`src/ccp_consts.vh`:
```
// Register map, field positions, mode codes and reset values of the compare/PWM block
`ifndef CCP_CONSTS_VH
`define CCP_CONSTS_VH
// ----------------------------------------------------------------
// Register offsets
// ----------------------------------------------------------------
`define OFS_U1_VAL_LO 4'h0
`define OFS_U1_VAL_HI 4'h1
`define OFS_U1_CTRL 4'h2
`define OFS_U2_VAL_LO 4'h3
`define OFS_U2_VAL_HI 4'h4
`define OFS_U2_CTRL 4'h5
`define OFS_FLAGS 4'h6
`define OFS_ENABLES 4'h7
`define OFS_PRIORITY 4'h8
`define OFS_T3_CTRL 4'h9
`define OFS_PERIOD 4'hA
`define OFS_PTIMER 4'hB
// ----------------------------------------------------------------
// Field positions
// ----------------------------------------------------------------
`define CTRL_DUTY_HI 5
`define CTRL_DUTY_LO 4
`define FLAG_U1 1
`define FLAG_U2 2
`define T3_SEL_HI 6
`define T3_SEL_LO 3
// ----------------------------------------------------------------
// Mode codes of the 4-bit mode field
// ----------------------------------------------------------------
`define MODE_OFF 4'h0
`define MODE_SET_HIGH 4'h8
`define MODE_SET_LOW 4'h9
`define MODE_SOFT_IRQ 4'hA
`define MODE_SPECIAL 4'hB
`define MODE_TOGGLE 4'h2
`define MODE_PWM 4'hC
// ----------------------------------------------------------------
// Reset values
// ----------------------------------------------------------------
`define RST_BYTE 8'h00
`define RST_PERIOD 8'hFF
`endif

```
`src/ccp_compare_and_pwm.v`:
```
// Top of the two-unit compare/PWM block with its register port
//
// Operation
// Compare value continuously matched against selected timer
// Match drives high, low, toggles or leaves pin
// Every match sets flag with pin action
// Zero control write forces output latch low
// Software runs time base synchronously
// Soft-interrupt mode only sets flag, gated by enable
// Special trigger resets the selected timer
// Second unit trigger starts enabled converter
// First unit trigger never starts conversion
// PWM output with 10-bit duty resolution
// Software makes the pin an output
// Period timer clears after matching period limit
// Rollover sets pin unless duty is zero
// Rollover copies duty into buffer registers
// Duty is low byte plus control bits 5:4
// High time is duty times tick times prescale
// Duty writes apply next period, buffer read-only
// Duty double-buffered against glitches
// Pin clears when buffer equals extended timer
// Duty beyond period keeps pin high
// Resolution is log2 of clock over PWM frequency
// Second timer control bits pick time bases
// Both PWMs share one period timer
// Period is limit plus one, times four, prescaled
// Mode codes fixed for high, low, toggle, PWM
`timescale 1ns/1ps
module ccp_compare_and_pwm #(
  parameter PRESCALE = 1 // Period timer prescale: 1, 4 or 16
) (
  input wire i_clk_sys, // System clock 100 MHz
  input wire i_rst_n, // Sync reset, active low
  input wire i_ce, // Clock enable, freezes all state
  input wire [3:0] i_addr, // Register address
  input wire [7:0] i_wdata, // Write data
  input wire i_wr, // Write strobe
  input wire i_rd, // Read strobe
  output reg [7:0] o_rdata, // Read data, cycle after strobe
  input wire [15:0] i_timer1, // First 16-bit timer count
  input wire [15:0] i_timer3, // Second 16-bit timer count
  input wire i_adc_enabled, // Converter already on
  input wire i_port_latch1, // I/O latch of first pin
  input wire i_port_latch2, // I/O latch of second pin
  output wire o_timer1_reset, // Reset pulse to first timer
  output wire o_timer3_reset, // Reset pulse to second timer
  output wire o_adc_start, // Conversion start pulse
  output wire o_irq, // Enabled flag request level
  output wire o_first_unit, // First unit output pin
  output wire o_second_unit // Second unit output pin
);
`include "ccp_consts.vh"

  // ----------------------------------------------------------------
  // Registers
  // ----------------------------------------------------------------
  reg [7:0] u1_lo;
  reg [7:0] u1_hi;
  reg [7:0] unit1_control_reg;
  reg [7:0] unit2_duty_low_byte;
  reg [7:0] u2_hi;
  reg [7:0] unit2_control_reg;
  reg [7:0] flags;
  reg [7:0] enables;
  reg [7:0] prio_bits;
  reg [7:0] second_timer_ctrl;
  reg [7:0] period_limit_reg;
  reg [7:0] period_timer;
  reg [1:0] phase;
  reg [3:0] pre_cnt;
  reg u1_zero;
  reg u2_zero;

  wire [3:0] mode1 = unit1_control_reg[3:0];
  wire [3:0] unit2_mode_field = unit2_control_reg[3:0];
  wire pwm1 = (mode1 == `MODE_PWM);
  wire pwm2 = (unit2_mode_field == `MODE_PWM);
  wire [15:0] unit1_compare_value = {u1_hi, u1_lo};
  wire [15:0] unit2_compare_value = {u2_hi, unit2_duty_low_byte};
  wire [7:0] buf1;
  wire [7:0] buf2;

  // ----------------------------------------------------------------
  // Time base selection
  // ----------------------------------------------------------------
  // Select code: 1x both on second timer, 01 unit2 on second, 00 both on first
  wire timebase_select_hi = second_timer_ctrl[`T3_SEL_HI];
  wire timebase_select_lo = second_timer_ctrl[`T3_SEL_LO];
  wire u1_on_t3 = timebase_select_hi;
  wire u2_on_t3 = timebase_select_hi | timebase_select_lo;
  wire [15:0] tb1 = u1_on_t3 ? i_timer3 : i_timer1;
  wire [15:0] tb2 = u2_on_t3 ? i_timer3 : i_timer1;

  // ----------------------------------------------------------------
  // Compare channels
  // ----------------------------------------------------------------
  wire match1;
  wire match2;
  wire trig1;
  wire trig2;
  wire latch1;
  wire latch2;

  ccp_compare_unit cmp1 (
    .i_clk_sys(i_clk_sys),
    .i_rst_n(i_rst_n),
    .i_ce(i_ce),
    .i_mode(mode1),
    .i_ctrl_zero(u1_zero),
    .i_value(unit1_compare_value),
    .i_timer(tb1),
    .o_match(match1),
    .o_trigger(trig1),
    .o_latch(latch1)
  );

  ccp_compare_unit cmp2 (
    .i_clk_sys(i_clk_sys),
    .i_rst_n(i_rst_n),
    .i_ce(i_ce),
    .i_mode(unit2_mode_field),
    .i_ctrl_zero(u2_zero),
    .i_value(unit2_compare_value),
    .i_timer(tb2),
    .o_match(match2),
    .o_trigger(trig2),
    .o_latch(latch2)
  );

  // Trigger routing; only the second unit may start a conversion
  assign o_timer1_reset = (trig1 & ~u1_on_t3) | (trig2 & ~u2_on_t3);
  assign o_timer3_reset = (trig1 & u1_on_t3) | (trig2 & u2_on_t3);
  assign o_adc_start = trig2 & i_adc_enabled;

  // ----------------------------------------------------------------
  // Shared period timer
  // ----------------------------------------------------------------
  // Prescaled tick every four times PRESCALE system cycles; both PWMs share it
  wire [3:0] pre_max = PRESCALE[3:0] - 4'h1;
  wire tick = (phase == 2'h3) && (pre_cnt == pre_max);
  wire rollover = tick && (period_timer == period_limit_reg);
  // Count of the coming cycle: the pin then falls after exactly duty steps
  wire [1:0] next_phase = phase + 2'h1;
  wire [3:0] next_pre = (phase != 2'h3) ? pre_cnt : (pre_cnt == pre_max) ? 4'h0 : pre_cnt + 4'h1;
  wire [7:0] next_ptimer = rollover ? `RST_BYTE : tick ? period_timer + 8'h01 : period_timer;
  wire [1:0] low_bits = (PRESCALE == 1) ? next_phase : next_pre[3:2];
  wire [9:0] ext_count = {next_ptimer, (PRESCALE == 4) ? next_pre[1:0] : low_bits};

  // Period counting, follows from this count structure
  always @(posedge i_clk_sys) begin
    if (!i_rst_n) begin
      phase <= 2'h0;
      pre_cnt <= 4'h0;
      period_timer <= `RST_BYTE;
    end else if (i_ce) begin
      phase <= phase + 2'h1;
      if (phase == 2'h3) begin
        pre_cnt <= (pre_cnt == pre_max) ? 4'h0 : pre_cnt + 4'h1;
      end
      if (rollover) begin
        period_timer <= `RST_BYTE;
      end else if (tick) begin
        period_timer <= period_timer + 8'h01;
      end
    end
  end

  // ----------------------------------------------------------------
  // PWM channels
  // ----------------------------------------------------------------
  wire pwm_pin1;
  wire pwm_pin2;

  ccp_pwm_unit pwm_a (
    .i_clk_sys(i_clk_sys),
    .i_rst_n(i_rst_n),
    .i_ce(i_ce),
    .i_enable(pwm1),
    .i_ctrl_zero(u1_zero),
    .i_duty({u1_lo, unit1_control_reg[`CTRL_DUTY_HI:`CTRL_DUTY_LO]}),
    .i_rollover(rollover),
    .i_count(ext_count),
    .o_duty_buf(buf1),
    .o_pin(pwm_pin1)
  );

  ccp_pwm_unit pwm_b (
    .i_clk_sys(i_clk_sys),
    .i_rst_n(i_rst_n),
    .i_ce(i_ce),
    .i_enable(pwm2),
    .i_ctrl_zero(u2_zero),
    .i_duty({unit2_duty_low_byte, unit2_control_reg[`CTRL_DUTY_HI:`CTRL_DUTY_LO]}),
    .i_rollover(rollover),
    .i_count(ext_count),
    .o_duty_buf(buf2),
    .o_pin(pwm_pin2)
  );

  // Pin mux; off and soft-irq modes show the plain I/O latch
  function pin_sel;
    input [3:0] m;
    input pl;
    input cl;
    input pw;
    begin
      if (m == `MODE_PWM) begin
        pin_sel = pw;
      end else if (m == `MODE_SET_HIGH || m == `MODE_SET_LOW || m == `MODE_TOGGLE) begin
        pin_sel = cl;
      end else begin
        pin_sel = pl;
      end
    end
  endfunction

  assign o_first_unit = pin_sel(mode1, i_port_latch1, latch1, pwm_pin1);
  assign o_second_unit = pin_sel(unit2_mode_field, i_port_latch2, latch2, pwm_pin2);
  assign o_irq = |(flags & enables);

  // ----------------------------------------------------------------
  // Register writes and flags
  // ----------------------------------------------------------------
  // Set beats a software clear in the same cycle
  always @(posedge i_clk_sys) begin
    if (!i_rst_n) begin
      u1_lo <= `RST_BYTE;
      u1_hi <= `RST_BYTE;
      unit1_control_reg <= `RST_BYTE;
      unit2_duty_low_byte <= `RST_BYTE;
      u2_hi <= `RST_BYTE;
      unit2_control_reg <= `RST_BYTE;
      flags <= `RST_BYTE;
      enables <= `RST_BYTE;
      prio_bits <= `RST_BYTE;
      second_timer_ctrl <= `RST_BYTE;
      period_limit_reg <= `RST_PERIOD;
      u1_zero <= 1'b0;
      u2_zero <= 1'b0;
    end else if (i_ce) begin
      u1_zero <= i_wr && i_addr == `OFS_U1_CTRL && i_wdata == 8'h00;
      u2_zero <= i_wr && i_addr == `OFS_U2_CTRL && i_wdata == 8'h00;
      if (i_wr) begin
        if (i_addr == `OFS_U1_VAL_LO) begin
          u1_lo <= i_wdata;
        end else if (i_addr == `OFS_U1_VAL_HI && !pwm1) begin
          u1_hi <= i_wdata;
        end else if (i_addr == `OFS_U1_CTRL) begin
          unit1_control_reg <= {2'b00, i_wdata[5:0]};
        end else if (i_addr == `OFS_U2_VAL_LO) begin
          unit2_duty_low_byte <= i_wdata;
        end else if (i_addr == `OFS_U2_VAL_HI && !pwm2) begin
          u2_hi <= i_wdata;
        end else if (i_addr == `OFS_U2_CTRL) begin
          unit2_control_reg <= {2'b00, i_wdata[5:0]};
        end else if (i_addr == `OFS_ENABLES) begin
          enables <= i_wdata & 8'h06;
        end else if (i_addr == `OFS_PRIORITY) begin
          prio_bits <= i_wdata & 8'h06;
        end else if (i_addr == `OFS_T3_CTRL) begin
          second_timer_ctrl <= i_wdata;
        end else if (i_addr == `OFS_PERIOD) begin
          period_limit_reg <= i_wdata;
        end
      end
      flags[`FLAG_U1] <= match1 | (flags[`FLAG_U1] & ~(i_wr && i_addr == `OFS_FLAGS && !i_wdata[`FLAG_U1]));
      flags[`FLAG_U2] <= match2 | (flags[`FLAG_U2] & ~(i_wr && i_addr == `OFS_FLAGS && !i_wdata[`FLAG_U2]));
    end
  end

  // ----------------------------------------------------------------
  // Register reads
  // ----------------------------------------------------------------
  // In PWM mode the high byte shows the live duty buffer
  always @(posedge i_clk_sys) begin
    if (!i_rst_n) begin
      o_rdata <= 8'h00;
    end else if (i_ce) begin
      if (!i_rd) begin
        o_rdata <= 8'h00;
      end else if (i_addr == `OFS_U1_VAL_LO) begin
        o_rdata <= u1_lo;
      end else if (i_addr == `OFS_U1_VAL_HI) begin
        o_rdata <= pwm1 ? buf1 : u1_hi;
      end else if (i_addr == `OFS_U1_CTRL) begin
        o_rdata <= unit1_control_reg;
      end else if (i_addr == `OFS_U2_VAL_LO) begin
        o_rdata <= unit2_duty_low_byte;
      end else if (i_addr == `OFS_U2_VAL_HI) begin
        o_rdata <= pwm2 ? buf2 : u2_hi;
      end else if (i_addr == `OFS_U2_CTRL) begin
        o_rdata <= unit2_control_reg;
      end else if (i_addr == `OFS_FLAGS) begin
        o_rdata <= flags;
      end else if (i_addr == `OFS_ENABLES) begin
        o_rdata <= enables;
      end else if (i_addr == `OFS_PRIORITY) begin
        o_rdata <= prio_bits;
      end else if (i_addr == `OFS_T3_CTRL) begin
        o_rdata <= second_timer_ctrl;
      end else if (i_addr == `OFS_PERIOD) begin
        o_rdata <= period_limit_reg;
      end else if (i_addr == `OFS_PTIMER) begin
        o_rdata <= period_timer;
      end else begin
        o_rdata <= 8'h00;
      end
    end
  end
endmodule // ccp_compare_and_pwm

```
`src/ccp_compare_unit.v`:
```
// One compare channel: match detect, pin action and special trigger
`timescale 1ns/1ps
module ccp_compare_unit (
  input wire i_clk_sys, // System clock
  input wire i_rst_n, // Sync reset, active low
  input wire i_ce, // Clock enable
  input wire [3:0] i_mode, // Mode field
  input wire i_ctrl_zero, // Control register written with zero
  input wire [15:0] i_value, // Compare value
  input wire [15:0] i_timer, // Selected time base count
  output wire o_match, // Match event pulse
  output wire o_trigger, // Special trigger pulse
  output reg o_latch // Compare output latch
);
`include "ccp_consts.vh"

  reg matched;
  wire hit;
  wire cmp_mode;

  // Compare modes are the upper half of the code space plus toggle
  assign cmp_mode = i_mode[3] | (i_mode == `MODE_TOGGLE);
  assign hit = cmp_mode && (i_mode != `MODE_PWM) && (i_value == i_timer);
  // Edge of the equality so a stalled timer fires once, not every cycle
  assign o_match = hit & ~matched & i_ce;
  assign o_trigger = o_match & (i_mode == `MODE_SPECIAL);

  // Pin action on a match
  always @(posedge i_clk_sys) begin
    if (!i_rst_n) begin
      o_latch <= 1'b0;
      matched <= 1'b0;
    end else if (i_ce) begin
      matched <= hit;
      if (i_ctrl_zero) begin
        o_latch <= 1'b0;
      end else if (o_match) begin
        case (i_mode)
          `MODE_SET_HIGH: o_latch <= 1'b1;
          `MODE_SET_LOW: o_latch <= 1'b0;
          `MODE_TOGGLE: o_latch <= ~o_latch;
          default: o_latch <= o_latch;
        endcase
      end
    end
  end
endmodule // ccp_compare_unit

```
`src/ccp_pwm_unit.v`:
```
// One PWM channel: double-buffered 10-bit duty and output latch
`timescale 1ns/1ps
module ccp_pwm_unit (
  input wire i_clk_sys, // System clock
  input wire i_rst_n, // Sync reset, active low
  input wire i_ce, // Clock enable
  input wire i_enable, // Channel in PWM mode
  input wire i_ctrl_zero, // Control register written with zero
  input wire [9:0] i_duty, // Software duty value
  input wire i_rollover, // Period restart pulse
  input wire [9:0] i_count, // Period timer with 2 low phase or prescaler bits
  output reg [7:0] o_duty_buf, // Buffered duty high bits
  output reg o_pin // PWM output latch
);
  reg [1:0] duty_buf_lo;
  wire [9:0] duty_cur;

  assign duty_cur = {o_duty_buf, duty_buf_lo};

  // Buffer reload and pin set/clear
  always @(posedge i_clk_sys) begin
    if (!i_rst_n) begin
      o_duty_buf <= 8'h00;
      duty_buf_lo <= 2'h0;
      o_pin <= 1'b0;
    end else if (i_ce) begin
      if (i_ctrl_zero) begin
        o_pin <= 1'b0;
      end else if (i_enable && i_rollover) begin
        o_duty_buf <= i_duty[9:2];
        duty_buf_lo <= i_duty[1:0];
        o_pin <= (i_duty != 10'h000);
      end else if (i_enable && duty_cur == i_count) begin
        o_pin <= 1'b0;
      end
    end
  end
endmodule // ccp_pwm_unit

```
`config.mk`:
```
export PLATFORM = sky130hd
export DESIGN_NAME = ccp_compare_and_pwm
export DESIGN_NICKNAME = d
export VERILOG_FILES = /design/src/ccp_compare_and_pwm.v /design/src/ccp_compare_unit.v /design/src/ccp_pwm_unit.v
export VERILOG_INCLUDE_DIRS = /design/src
export SDC_FILE = /design/constraint.sdc
export NUM_CORES = 1
export LEC_CHECK = 0
export BUFFER_PORTS_ARGS = -buffer_cell sky130_fd_sc_hd__buf_2
export CAP_MARGIN = 5
export CORE_ASPECT_RATIO = 0.6
export CORE_MARGIN = 10
export CORE_UTILIZATION = 24
export DETAILED_ROUTE_END_ITERATION = 6
export PLACE_DENSITY = 0.43
export SLEW_MARGIN = 20
export SYNTH_ARGS = -nofsm -noshare
export SYNTH_HDL_FRONTEND = slang
export SYNTH_SLANG_ARGS = --single-unit
```
`constraint.sdc`:
```
create_clock -name i_clk_sys -period 2.81 [get_ports i_clk_sys]
set_input_delay 0.562 -clock i_clk_sys [delete_from_list [all_inputs] [get_ports i_clk_sys]]
set_output_delay 0.562 -clock i_clk_sys [all_outputs]
set_load 0.01 [all_outputs]
```
Word level (Yosys, flattened, before mapping)
Index checks and enable logic that the tools add are counted.
{ "totals": {"register_bits": 116, "wordCells": 191, "output_inout_bits": 14, "input_bits": 52} }
{ "op_classes": {"muxes": 36, "eq_ne": 29, "add_sub_neg": 3, "reduce_logical": 56, "bitwise": 40} }
{ "op_table": {"columns": ["operator", "count"], "rows": [
  ["$mux 8", 17],
  ["$eq 4x4->1 const B", 12],
  ["$eq 16x16->1", 2],
  ["$mux 16", 2],
  ["$eq 10x10->1", 2],
  ["$reduce_bool 10->1", 2],
  ["$logic_and 1x1->1", 19],
  ["$not 1->1", 19],
  ["$eq 4x2->1 const B", 4],
  ["$eq 4x3->1 const B", 4],
  ["$reduce_and 3->1", 5],
  ["$mux 1", 14],
  ["$and 1x1->1", 13],
  ["$reduce_and 12->1", 1],
  ["$reduce_and 11->1", 1],
  ["$reduce_and 10->1", 1],
  ["$reduce_and 9->1", 1],
  ["$add 8x1->8 const B", 1],
  ["$eq 8x8->1", 1],
  ["$logic_not 4->1", 2],
  ["$logic_not 8->1", 1],
  ["$ne 4x4->1 const B", 2],
  ["$reduce_and 8->1", 1],
  ["$reduce_bool 4->1", 2],
  ["18 further kinds", 35]
]} }

Longest topological paths before layout
Gate-level depths: netlist (run 1).
{ "logic_depth": {"ltp_word": 14, "ltp_mapped": 10, "mapped_depth_nobuf": 9} }

Cells and area by module
A second synthesis (run 1) with hierarchy kept.
{ "unflattened": {"cells_unflattened": 848, "area_unflattened_um2": 7362.1} }
{ "by_module_without_submodules": {"columns": ["mod", "area_per_inst_um2", "n_inst", "cells_per_inst", "seq_area_each_um2"], "rows": [
  ["ccp_compare_and_pwm", 5447.7, 1, 622, 1801.7],
  ["ccp_pwm_unit", 570.5, 2, 68, 220.2],
  ["ccp_compare_unit", 386.6, 2, 45, 40.0]
]} }

Least setup slack after synthesis (run 1)
Ideal clock, no wire load.
{ "synth_timing": {"path_kind": "reg-to-output", "startpoint": "reg second_timer_ctrl[6]", "endpoint": "out o_timer3_reset", "t_arrival_ns": 2.515, "path_buffers": 2, "required_time_ns": 2.248, "setup_slack_ns": -0.267, "path_stages_with_launch": 9, "cell_sequence": "dfxtp_1 buf_6 clkbuf_1 mux2i_1 xor2_1 nand3_1 or4_1 or4_1 a21oi_1"} }
{ "synth_between": {"elab_chain_cells": 9, "word_cells_on_any_way": 16, "cone_classes": "eq/ne (2); mux (2); bitwise (10); reduce/logical (2)"} }
{ "synth_rtl": {"columns": ["item", "line_no", "text"], "rows": [
  ["from (decl)", "ccp_compare_and_pwm.v:67", "reg [7:0] second_timer_ctrl;"],
  ["from (signal assigned)", "ccp_compare_and_pwm.v:237", "second_timer_ctrl <= `RST_BYTE;"],
  ["from (signal assigned)", "ccp_compare_and_pwm.v:262", "second_timer_ctrl <= i_wdata;"],
  ["$or 1x1->1", "ccp_compare_and_pwm.v:91", "wire u2_on_t3 = timebase_select_hi | timebase_select_lo;"],
  ["$mux 16", "ccp_compare_and_pwm.v:93", "wire [15:0] tb2 = u2_on_t3 ? i_timer3 : i_timer1;"],
  ["$eq 16x16->1", "ccp_compare_unit.v:23", "assign hit = cmp_mode && (i_mode != `MODE_PWM) && (i_value == i_timer);"],
  ["$logic_and 1x1->1", "ccp_compare_unit.v:23", null],
  ["$and 1x1->1 (2 in a row)", "ccp_compare_unit.v:25", "assign o_match = hit & ~matched & i_ce;"],
  ["$and 1x1->1", "ccp_compare_unit.v:26", "assign o_trigger = o_match & (i_mode == `MODE_SPECIAL);"],
  ["$and 1x1->1", "ccp_compare_and_pwm.v:133", "assign o_timer3_reset = (trig1 & u1_on_t3) | (trig2 & u2_on_t3);"],
  ["$or 1x1->1 *", "ccp_compare_and_pwm.v:133", null],
  ["to (decl)", "ccp_compare_and_pwm.v:47", "output wire o_timer3_reset,"]
]} }
Mark *: on every way between the ends. The rest lies on a longest branch, timed or not.

Final worst setup path (run 1)
{ "layout_timing": {"startpoint": "reg second_timer_ctrl[6]", "endpoint": "out o_timer1_reset"} }
{ "layout_between": {"elab_chain_cells": 9, "word_cells_on_any_way": 18, "cone_classes": "eq/ne (2); mux (2); bitwise (12); reduce/logical (2)"} }
{ "layout_rtl": {"columns": ["item", "line_no", "text"], "rows": [
  ["$or 1x1->1", "ccp_compare_and_pwm.v:91", null],
  ["$mux 16", "ccp_compare_and_pwm.v:93", null],
  ["$eq 16x16->1", "ccp_compare_unit.v:23", null],
  ["$logic_and 1x1->1", "ccp_compare_unit.v:23", null],
  ["$and 1x1->1 (2 in a row)", "ccp_compare_unit.v:25", null],
  ["$and 1x1->1", "ccp_compare_unit.v:26", null],
  ["$and 1x1->1", "ccp_compare_and_pwm.v:132", "assign o_timer1_reset = (trig1 & ~u1_on_t3) | (trig2 & ~u2_on_t3);"],
  ["$or 1x1->1 *", "ccp_compare_and_pwm.v:132", null],
  ["to (decl)", "ccp_compare_and_pwm.v:46", "output wire o_timer1_reset,"]
]} }
Marked as above.

==> summary.md, run 1 <==
| Metric | Value |
|---|---|
| Area growth syn-to-layout | `31.0%` |
| Violated checks | `setup timing` |
| Hold WS | `0.464 ns` |
| Cell family with most CP delay | `simple AND/OR/NAND/NOR gates` |
| Site row count | `48` |
| Max Clk Rate | `0.272 GHz` |
| Placed cells | `1326` |
| Setup CP Type | `reg2out` |
| CTS tree | `built` |
| Setup-failing EPs final | `3` |
| Crit start category | `flip-flop` |
| Dominant synthesized flop cell | `dfxtp_1` |
| Hold WC Path Type | `in2reg` |
| Yosys reg bits | `116` |
| DIE AREA | `37000 µm²` |
| Post-Place Setup Slack | `-0.614 ns` |
| Unique masters post-synth | `58` |
| Final worst-path cycle share | `1.31` |
| Crit-path most repeated cell | `buf_6` |
| CTS sink count | `116` |
| Power Density | `466 nW/µm²` |
| Initial antenna violation count | `1` |
| WP buf/inv | `4` |
| Port-buffer cells | `65` |
| I/O pin count | `66` |
| Post-synth EDFFs | `0` |
| Syn Area/Cell | `8.54 µm²` |
| WP data required | `2.25 ns` |
| DP HPWL | `22.8 mm` |
| DRC | `0` |
| Fin. Hold Viols | `0` |
| Final std cells w/o fill | `1366` |
| Share of layout cells above drive strength 1 | `0.245` |
| Slew HR | `0.387` |
| Synthesized instance count | `828` |
| Slew @ Worst Pin | `0.914 ns` |
| Drt wl/cell | `21.3 µm` |
| Area of the core | `28900 µm²` |
| CTS H-tree lvls | `4` |
| Async set-reset flop share out of synthesis | `0` |
| Sequential-to-total area share from yosys stat | `0.328` |
| Met2 Routed Length | `10.4 mm` |
| Vias/cell | `4.91` |
| Met3 wire length | `2.80 mm` |
| Reg area | `2330 µm²` |
| Syn_nets | `884` |
| RSZ-0062 raised after global routing | `true` |
| Largest net degree at the start of global routing | `56` |
| Slew Viols, Final | `0` |
| Leakage | `3.49 nW` |
| Final ANT Viol Nets | `0` |
| Post-Route WL | `29.1 mm` |
| Multi-input logic area | `4660 µm²` |
| Setup TNS | `-2.43 ns` |
| Worst-path clk slew | `0.06 ns` |
| Slowest CP cell | `or4_4` |
| Maximum VDD drop | `0.000388 V` |
| Fillcell total | `3062` |
| Worst Skew | `0.0125 ns` |
| Max-cap violations | `0` |
| CTS Hold Bufs | `0` |
| Post-Syn Area | `7070 µm²` |
| Clk_lat worst skew | `0.44 ns` |
| Vias in the first global route | `6482` |
| YS warnings | `0` |
| Nets@finish | `1008` |
| CP max stage delay | `0.54 ns` |
| Initial DRC Count | `665` |
| Status | `finished, violations left` |
| Worst path cell trace | `buf_6 -> buf_6 -> buf_12 -> mux2i_2 -> xor2_1 -> nand3_1 -> or4_4 -> or4_4 -> a21oi_4 -> buf_6` |
| Die Ht | `153 µm` |
| Top Layer Used | `met4` |
| Met1 WL | `15.7 mm` |
| Tmin final | `3.68 ns` |
| Total CTS buffers | `17` |
| Crit. End Element | `primary output` |
| Clock root cell | `clkbuf_16` |
| Gpl congestion | `0.932` |
| Die X | `242 µm` |
| Worst setup margin | `-0.868 ns` |
| Crit path arrival time | `3.12 ns` |
| Initial core utilization | `0.245` |
| Clock Tree Buf Depth | `2` |
| First-pass GRT wire length | `43.8 mm` |
| Drt pass-1 iters | `5` |
| Tot GR Track Use | `0.157` |
| GRT Residual Overflow | `0` |
| Crit path max fanout | `5` |
| Vias | `6704` |
==> cell families (layout without fill, tap and decap cells) <==
| family | count (synthesis) | in the layout | share of synthesized area |
|---|---|---|---|
| other | 0 | 1 | 0 |
| DFF | 116 | 116 | 0.328 |
| adders and majority gates | 4 | 4 | 0.00708 |
| xor gates and xnor gates | 64 | 64 | 0.0832 |
| and+or+nand+nor | 301 | 301 | 0.224 |
| AOI/OAI and AO/OA | 167 | 167 | 0.161 |
| buffers and inverters | 69 | 206 | 0.0395 |
| muxes | 107 | 107 | 0.156 |
==> what timing repair did <==
action	CTS	global route
endpoints found under the setup margin	4	7
pin swaps	4	11
buffers inserted	5	1
gates resized for setup	15	25
cloned	2	0
==> per-layer routing <==
layer / GRT usage / up-vias
met5: 0 / -
met4: 0.0321 / 0
met3: 0.0480 / 22
met2: 0.186 / 244
met1: 0.254 / 3238
li1: - / 3200
==> area by class of cell <==
cell class,instances,share of cell area
repair buffers,163,0.124
flip-flops and latches,116,0.251
clock buffers,18,0.0474
diodes,1,0.000270
inverters,11,0.00446
well taps,400,0.0540
multi-input cells,643,0.502
clock inverters,14,0.0166
==> through the flow <==
step | utilization | power (mW) | cell area [µm²]
global placement | 0.292 | 2.10 | 8430
CTS | 0.316 | 4.32 | 9140
global route | 0.321 | 4.45 | 9260
finish | 0.321 | 4.31 | 9270
floorplan | - | 1.91 | 7100
detailed placement | 0.292 | 2.10 | 8430
==> path summary, 6_finish.rpt <==
check	startpoint	endpoint	slack, ns	cells after the start
hold reg to reg	pwm_a.duty_buf_lo[1]	pwm_a.duty_buf_lo[1]	0.47	2
hold / removal	i_wdata[5]	u1_lo[5]	0.46	3
setup / recovery	second_timer_ctrl[6]	o_timer1_reset	-0.87	10
setup reg to reg	second_timer_ctrl[6]	cmp2.o_latch	0.09	12
==> synthesized netlist by cell type, drive strengths merged, types with 26 or more instances <==
cell | instances | share of area
dfxtp | 116 | 0.33
mux2i | 97 | 0.14
a21oi | 30 | 0.021
nor2 | 27 | 0.014
a21boi | 42 | 0.045
o21ai | 30 | 0.021
nand2 | 94 | 0.050
clkbuf | 49 | 0.026
xnor2 | 31 | 0.038
nor2b | 66 | 0.058
nand3 | 26 | 0.018
xor2 | 31 | 0.038
==> cells in the final DEF, fill, tap and decap left out, drive strengths merged, types with 30 or more instances in the layout <==
master and instances:
nand2 94, a21oi 30, xor2 31, xnor2 31, mux2i 97, dfxtp 116, buf 162, a21boi 42
nor2b 66, o21ai 30
==> worst reg2reg max path: stages (launching register included) <==
cell and delay, ns:
dfxtp_4 0.36, buf_4 0.15, buf_4 0.15, o21a_1 0.18, or3_4 0.33, a211oi_2 0.22, buf_4 0.15, nand4_1 0.17
nor4_4 0.37, buf_6 0.19, buf_6 0.12, and3b_1 0.15, o22ai_1 0.07
==> power breakdown <==
part           switching, mW  internal (mW)  leakage, nW
registers             0.0123           1.66        0.936
clock network          0.891           1.34        0.283
logic                  0.251          0.167         2.27
Power figures use the tool's default switching activity.
==> run 2, diff against run 1 <==
--- a/config.mk
+++ b/config.mk
@@ -12,6 +12,8 @@
 export CORE_MARGIN = 10
 export CORE_UTILIZATION = 24
 export DETAILED_ROUTE_END_ITERATION = 6
+export GPL_ROUTABILITY_DRIVEN = 0
+export GPL_TIMING_DRIVEN = 0
 export PLACE_DENSITY = 0.43
 export SLEW_MARGIN = 20
 export SYNTH_ARGS = -nofsm -noshare
==> run 2 against run 1 <==
Effect of this change:
- the run still ends with setup timing left
- largest cell class unchanged
- die area stayed put
- clock power is 7% higher
- highest routed layer unchanged
- critical endpoint is now o_timer3_reset
- worst hold slack worse by 0.028 ns
==> summary.md, run 2 (synthesis results as in run 1) <==
| Metric | Value |
|---|---|
| Slew @ Worst Pin | `1.13 ns (+0.216 ns)` |
| Clock root cell | `clkbuf_16` |
| Post-Route WL | `30.8 mm (+5.9%)` |
| Drt pass-1 iters | `5 (unchanged)` |
| Final std cells w/o fill | `1324 (-3.1%)` |
| Tot GR Track Use | `0.164 (+0.00733)` |
| Setup TNS | `-2.88 ns (-0.452 ns)` |
| Largest net degree at the start of global routing | `17 (-70%)` |
| Worst setup margin | `-1.01 ns (-0.145 ns)` |
| Worst-path clk slew | `0.06 ns (about the same)` |
| Area of the core | `28900 µm² (unchanged)` |
| I/O pin count | `66 (unchanged)` |
| Site row count | `48 (unchanged)` |
| Vias/cell | `5.03 (+2.4%)` |
| Crit path arrival time | `3.26 ns (+0.14 ns)` |
| Vias in the first global route | `6418 (-0.99%)` |
| Crit path max fanout | `5 (unchanged)` |
| Max-cap violations | `0 (unchanged)` |
| CTS sink count | `116 (unchanged)` |
| Tmin final | `3.82 ns (+0.145 ns)` |
| Initial DRC Count | `657 (-1.2%)` |
| Total Power | `4.45 mW (+3.2%)` |
| DRC | `0 (unchanged)` |
| Hold WC Path Type | `in2reg` |
| Final ANT Viol Nets | `0 (unchanged)` |
| Drt wl/cell | `23.3 µm (+9.3%)` |
| Die X | `242 µm (unchanged)` |
| Fin. Hold Viols | `0 (unchanged)` |
| Port-buffer cells | `58 (-11%)` |
| Commonest non-fill, non-tap cell in the layout | `dfxtp_1` |
| Initial core utilization | `0.245 (unchanged)` |
| Total CTS buffers | `17 (unchanged)` |
| Setup CP Type | `reg2out` |
| DP HPWL | `23.9 mm (+4.9%)` |
| Clk_lat worst skew | `0.44 ns (about the same)` |
| Clock Tree Buf Depth | `2 (unchanged)` |
| Crit. End Element | `primary output` |
| Initial antenna violation count | `0 (-1)` |
| Area growth syn-to-layout | `23.7%` |
| GRT Residual Overflow | `0 (unchanged)` |
| Max Clk Rate | `0.262 GHz (-3.8%)` |
| Leakage | `3.15 nW (-9.8%)` |
| Final worst-path cycle share | `1.36 (+0.0516)` |
| Placed cell area | `7890 µm² (-6.4%)` |
| Placed cells | `1286 (-3.0%)` |
| RSZ-0062 raised after global routing | `true` |
| DIE AREA | `37000 µm² (unchanged)` |
| Violated checks | `setup timing` |
| Share of layout cells above drive strength 1 | `0.163 (-0.0819)` |
| First-pass GRT wire length | `44.6 mm (+1.8%)` |
| Vias | `6657 (-0.70%)` |
| Status | `finished, violations left` |
| Most frequent cells in the layout | `113 x dfxtp_1, 94 x nand2_1, 90 x mux2i_1` |
| Final Util | `0.303 (-0.0179)` |
| WP data required | `2.25 ns (about the same)` |
| Nets@finish | `965 (-4.3%)` |
| Maximum VDD drop | `0.000325 V (-16%)` |
| Setup-failing EPs final | `4 (+1)` |
| CTS H-tree lvls | `4 (unchanged)` |
| Crit start category | `flip-flop` |
| Slew Viols, Final | `0 (unchanged)` |
| Worst Skew | `0.00638 ns (-0.00615 ns)` |
| Power Density | `509 nW/µm² (+9.2%)` |
| Die Ht | `153 µm (unchanged)` |
| Slew HR | `0.243 (-0.145)` |
| CTS tree | `built` |
| Final Instance Area | `8750 µm² (-5.6%)` |
-- run 2: what timing repair did --
action                                  4_1_cts  5_1_grt
pin swaps                                     6        2
resized for setup                            26       33
gates cloned                                  1        0
hold buffers                                  0        0
setup buffers                                 5        0
endpoints found under the setup margin       31       41
-- run 2: area by class of cell --
cell class | count | area (µm²)
repair buffers | 64 | 349
plain buffers | 56 | 270
flip-flops and latches | 116 | 2330
fillers | 3114 | 20100
clock inverters | 15 | 206
well taps | 400 | 500
clock buffers | 17 | 425
multi-input cells | 643 | 4620
diodes | 2 | 5.00
inverters | 11 | 41.3
-- run 2: path summary, 6_finish.rpt --
| kind | cells past startpoint | to | from | slack [ns] |
|---|---|---|---|---|
| worst max-delay path | 10 | o_timer3_reset | second_timer_ctrl[6] | -1.01 |
| worst min-delay path | 3 | u2_hi[1] | i_wdata[1] | 0.44 |
| worst max register to register | 13 | cmp2.o_latch | second_timer_ctrl[6] | -0.02 |
| worst min register to register | 2 | o_rdata[0] | o_rdata[0] | 0.48 |
-- run 2: power breakdown --
group          internal, mW  switching [mW]
logic                 0.140           0.260
clock network          1.49           0.887
registers              1.66          0.0174
total                  3.29            1.16
-- run 2: metal layers --
layer | up-vias | part of all wire | GRT usage
met4 | 0 | 0.010 | 0.0375
met5 | - | 0 | 0
met3 | 31 | 0.11 | 0.0731
li1 | 3125 | - | -
met2 | 263 | 0.36 | 0.199
met1 | 3238 | 0.52 | 0.247
-- run 2: worst max-delay path: stages (launching register included) --
cell     delay, ns
dfxtp_4       0.36
buf_8         0.14
buf_12        0.13
mux2i_4       0.18
xnor2_1       0.12
nor4_1        0.29
nand3_1       0.21
or4_4         0.57
or4_4         0.55
a21oi_4       0.15
buf_6         0.11
-- run 2: stage by stage --
step / hold slack (ns) / setup WS (ns)
after floorplan: 0.453 / -0.0737
after global placement: 0.467 / -1.27
after detailed placement: 0.468 / -1.28
after CTS: 0.421 / -1.02
after global routing: 0.447 / -1.08
final: 0.436 / -1.01
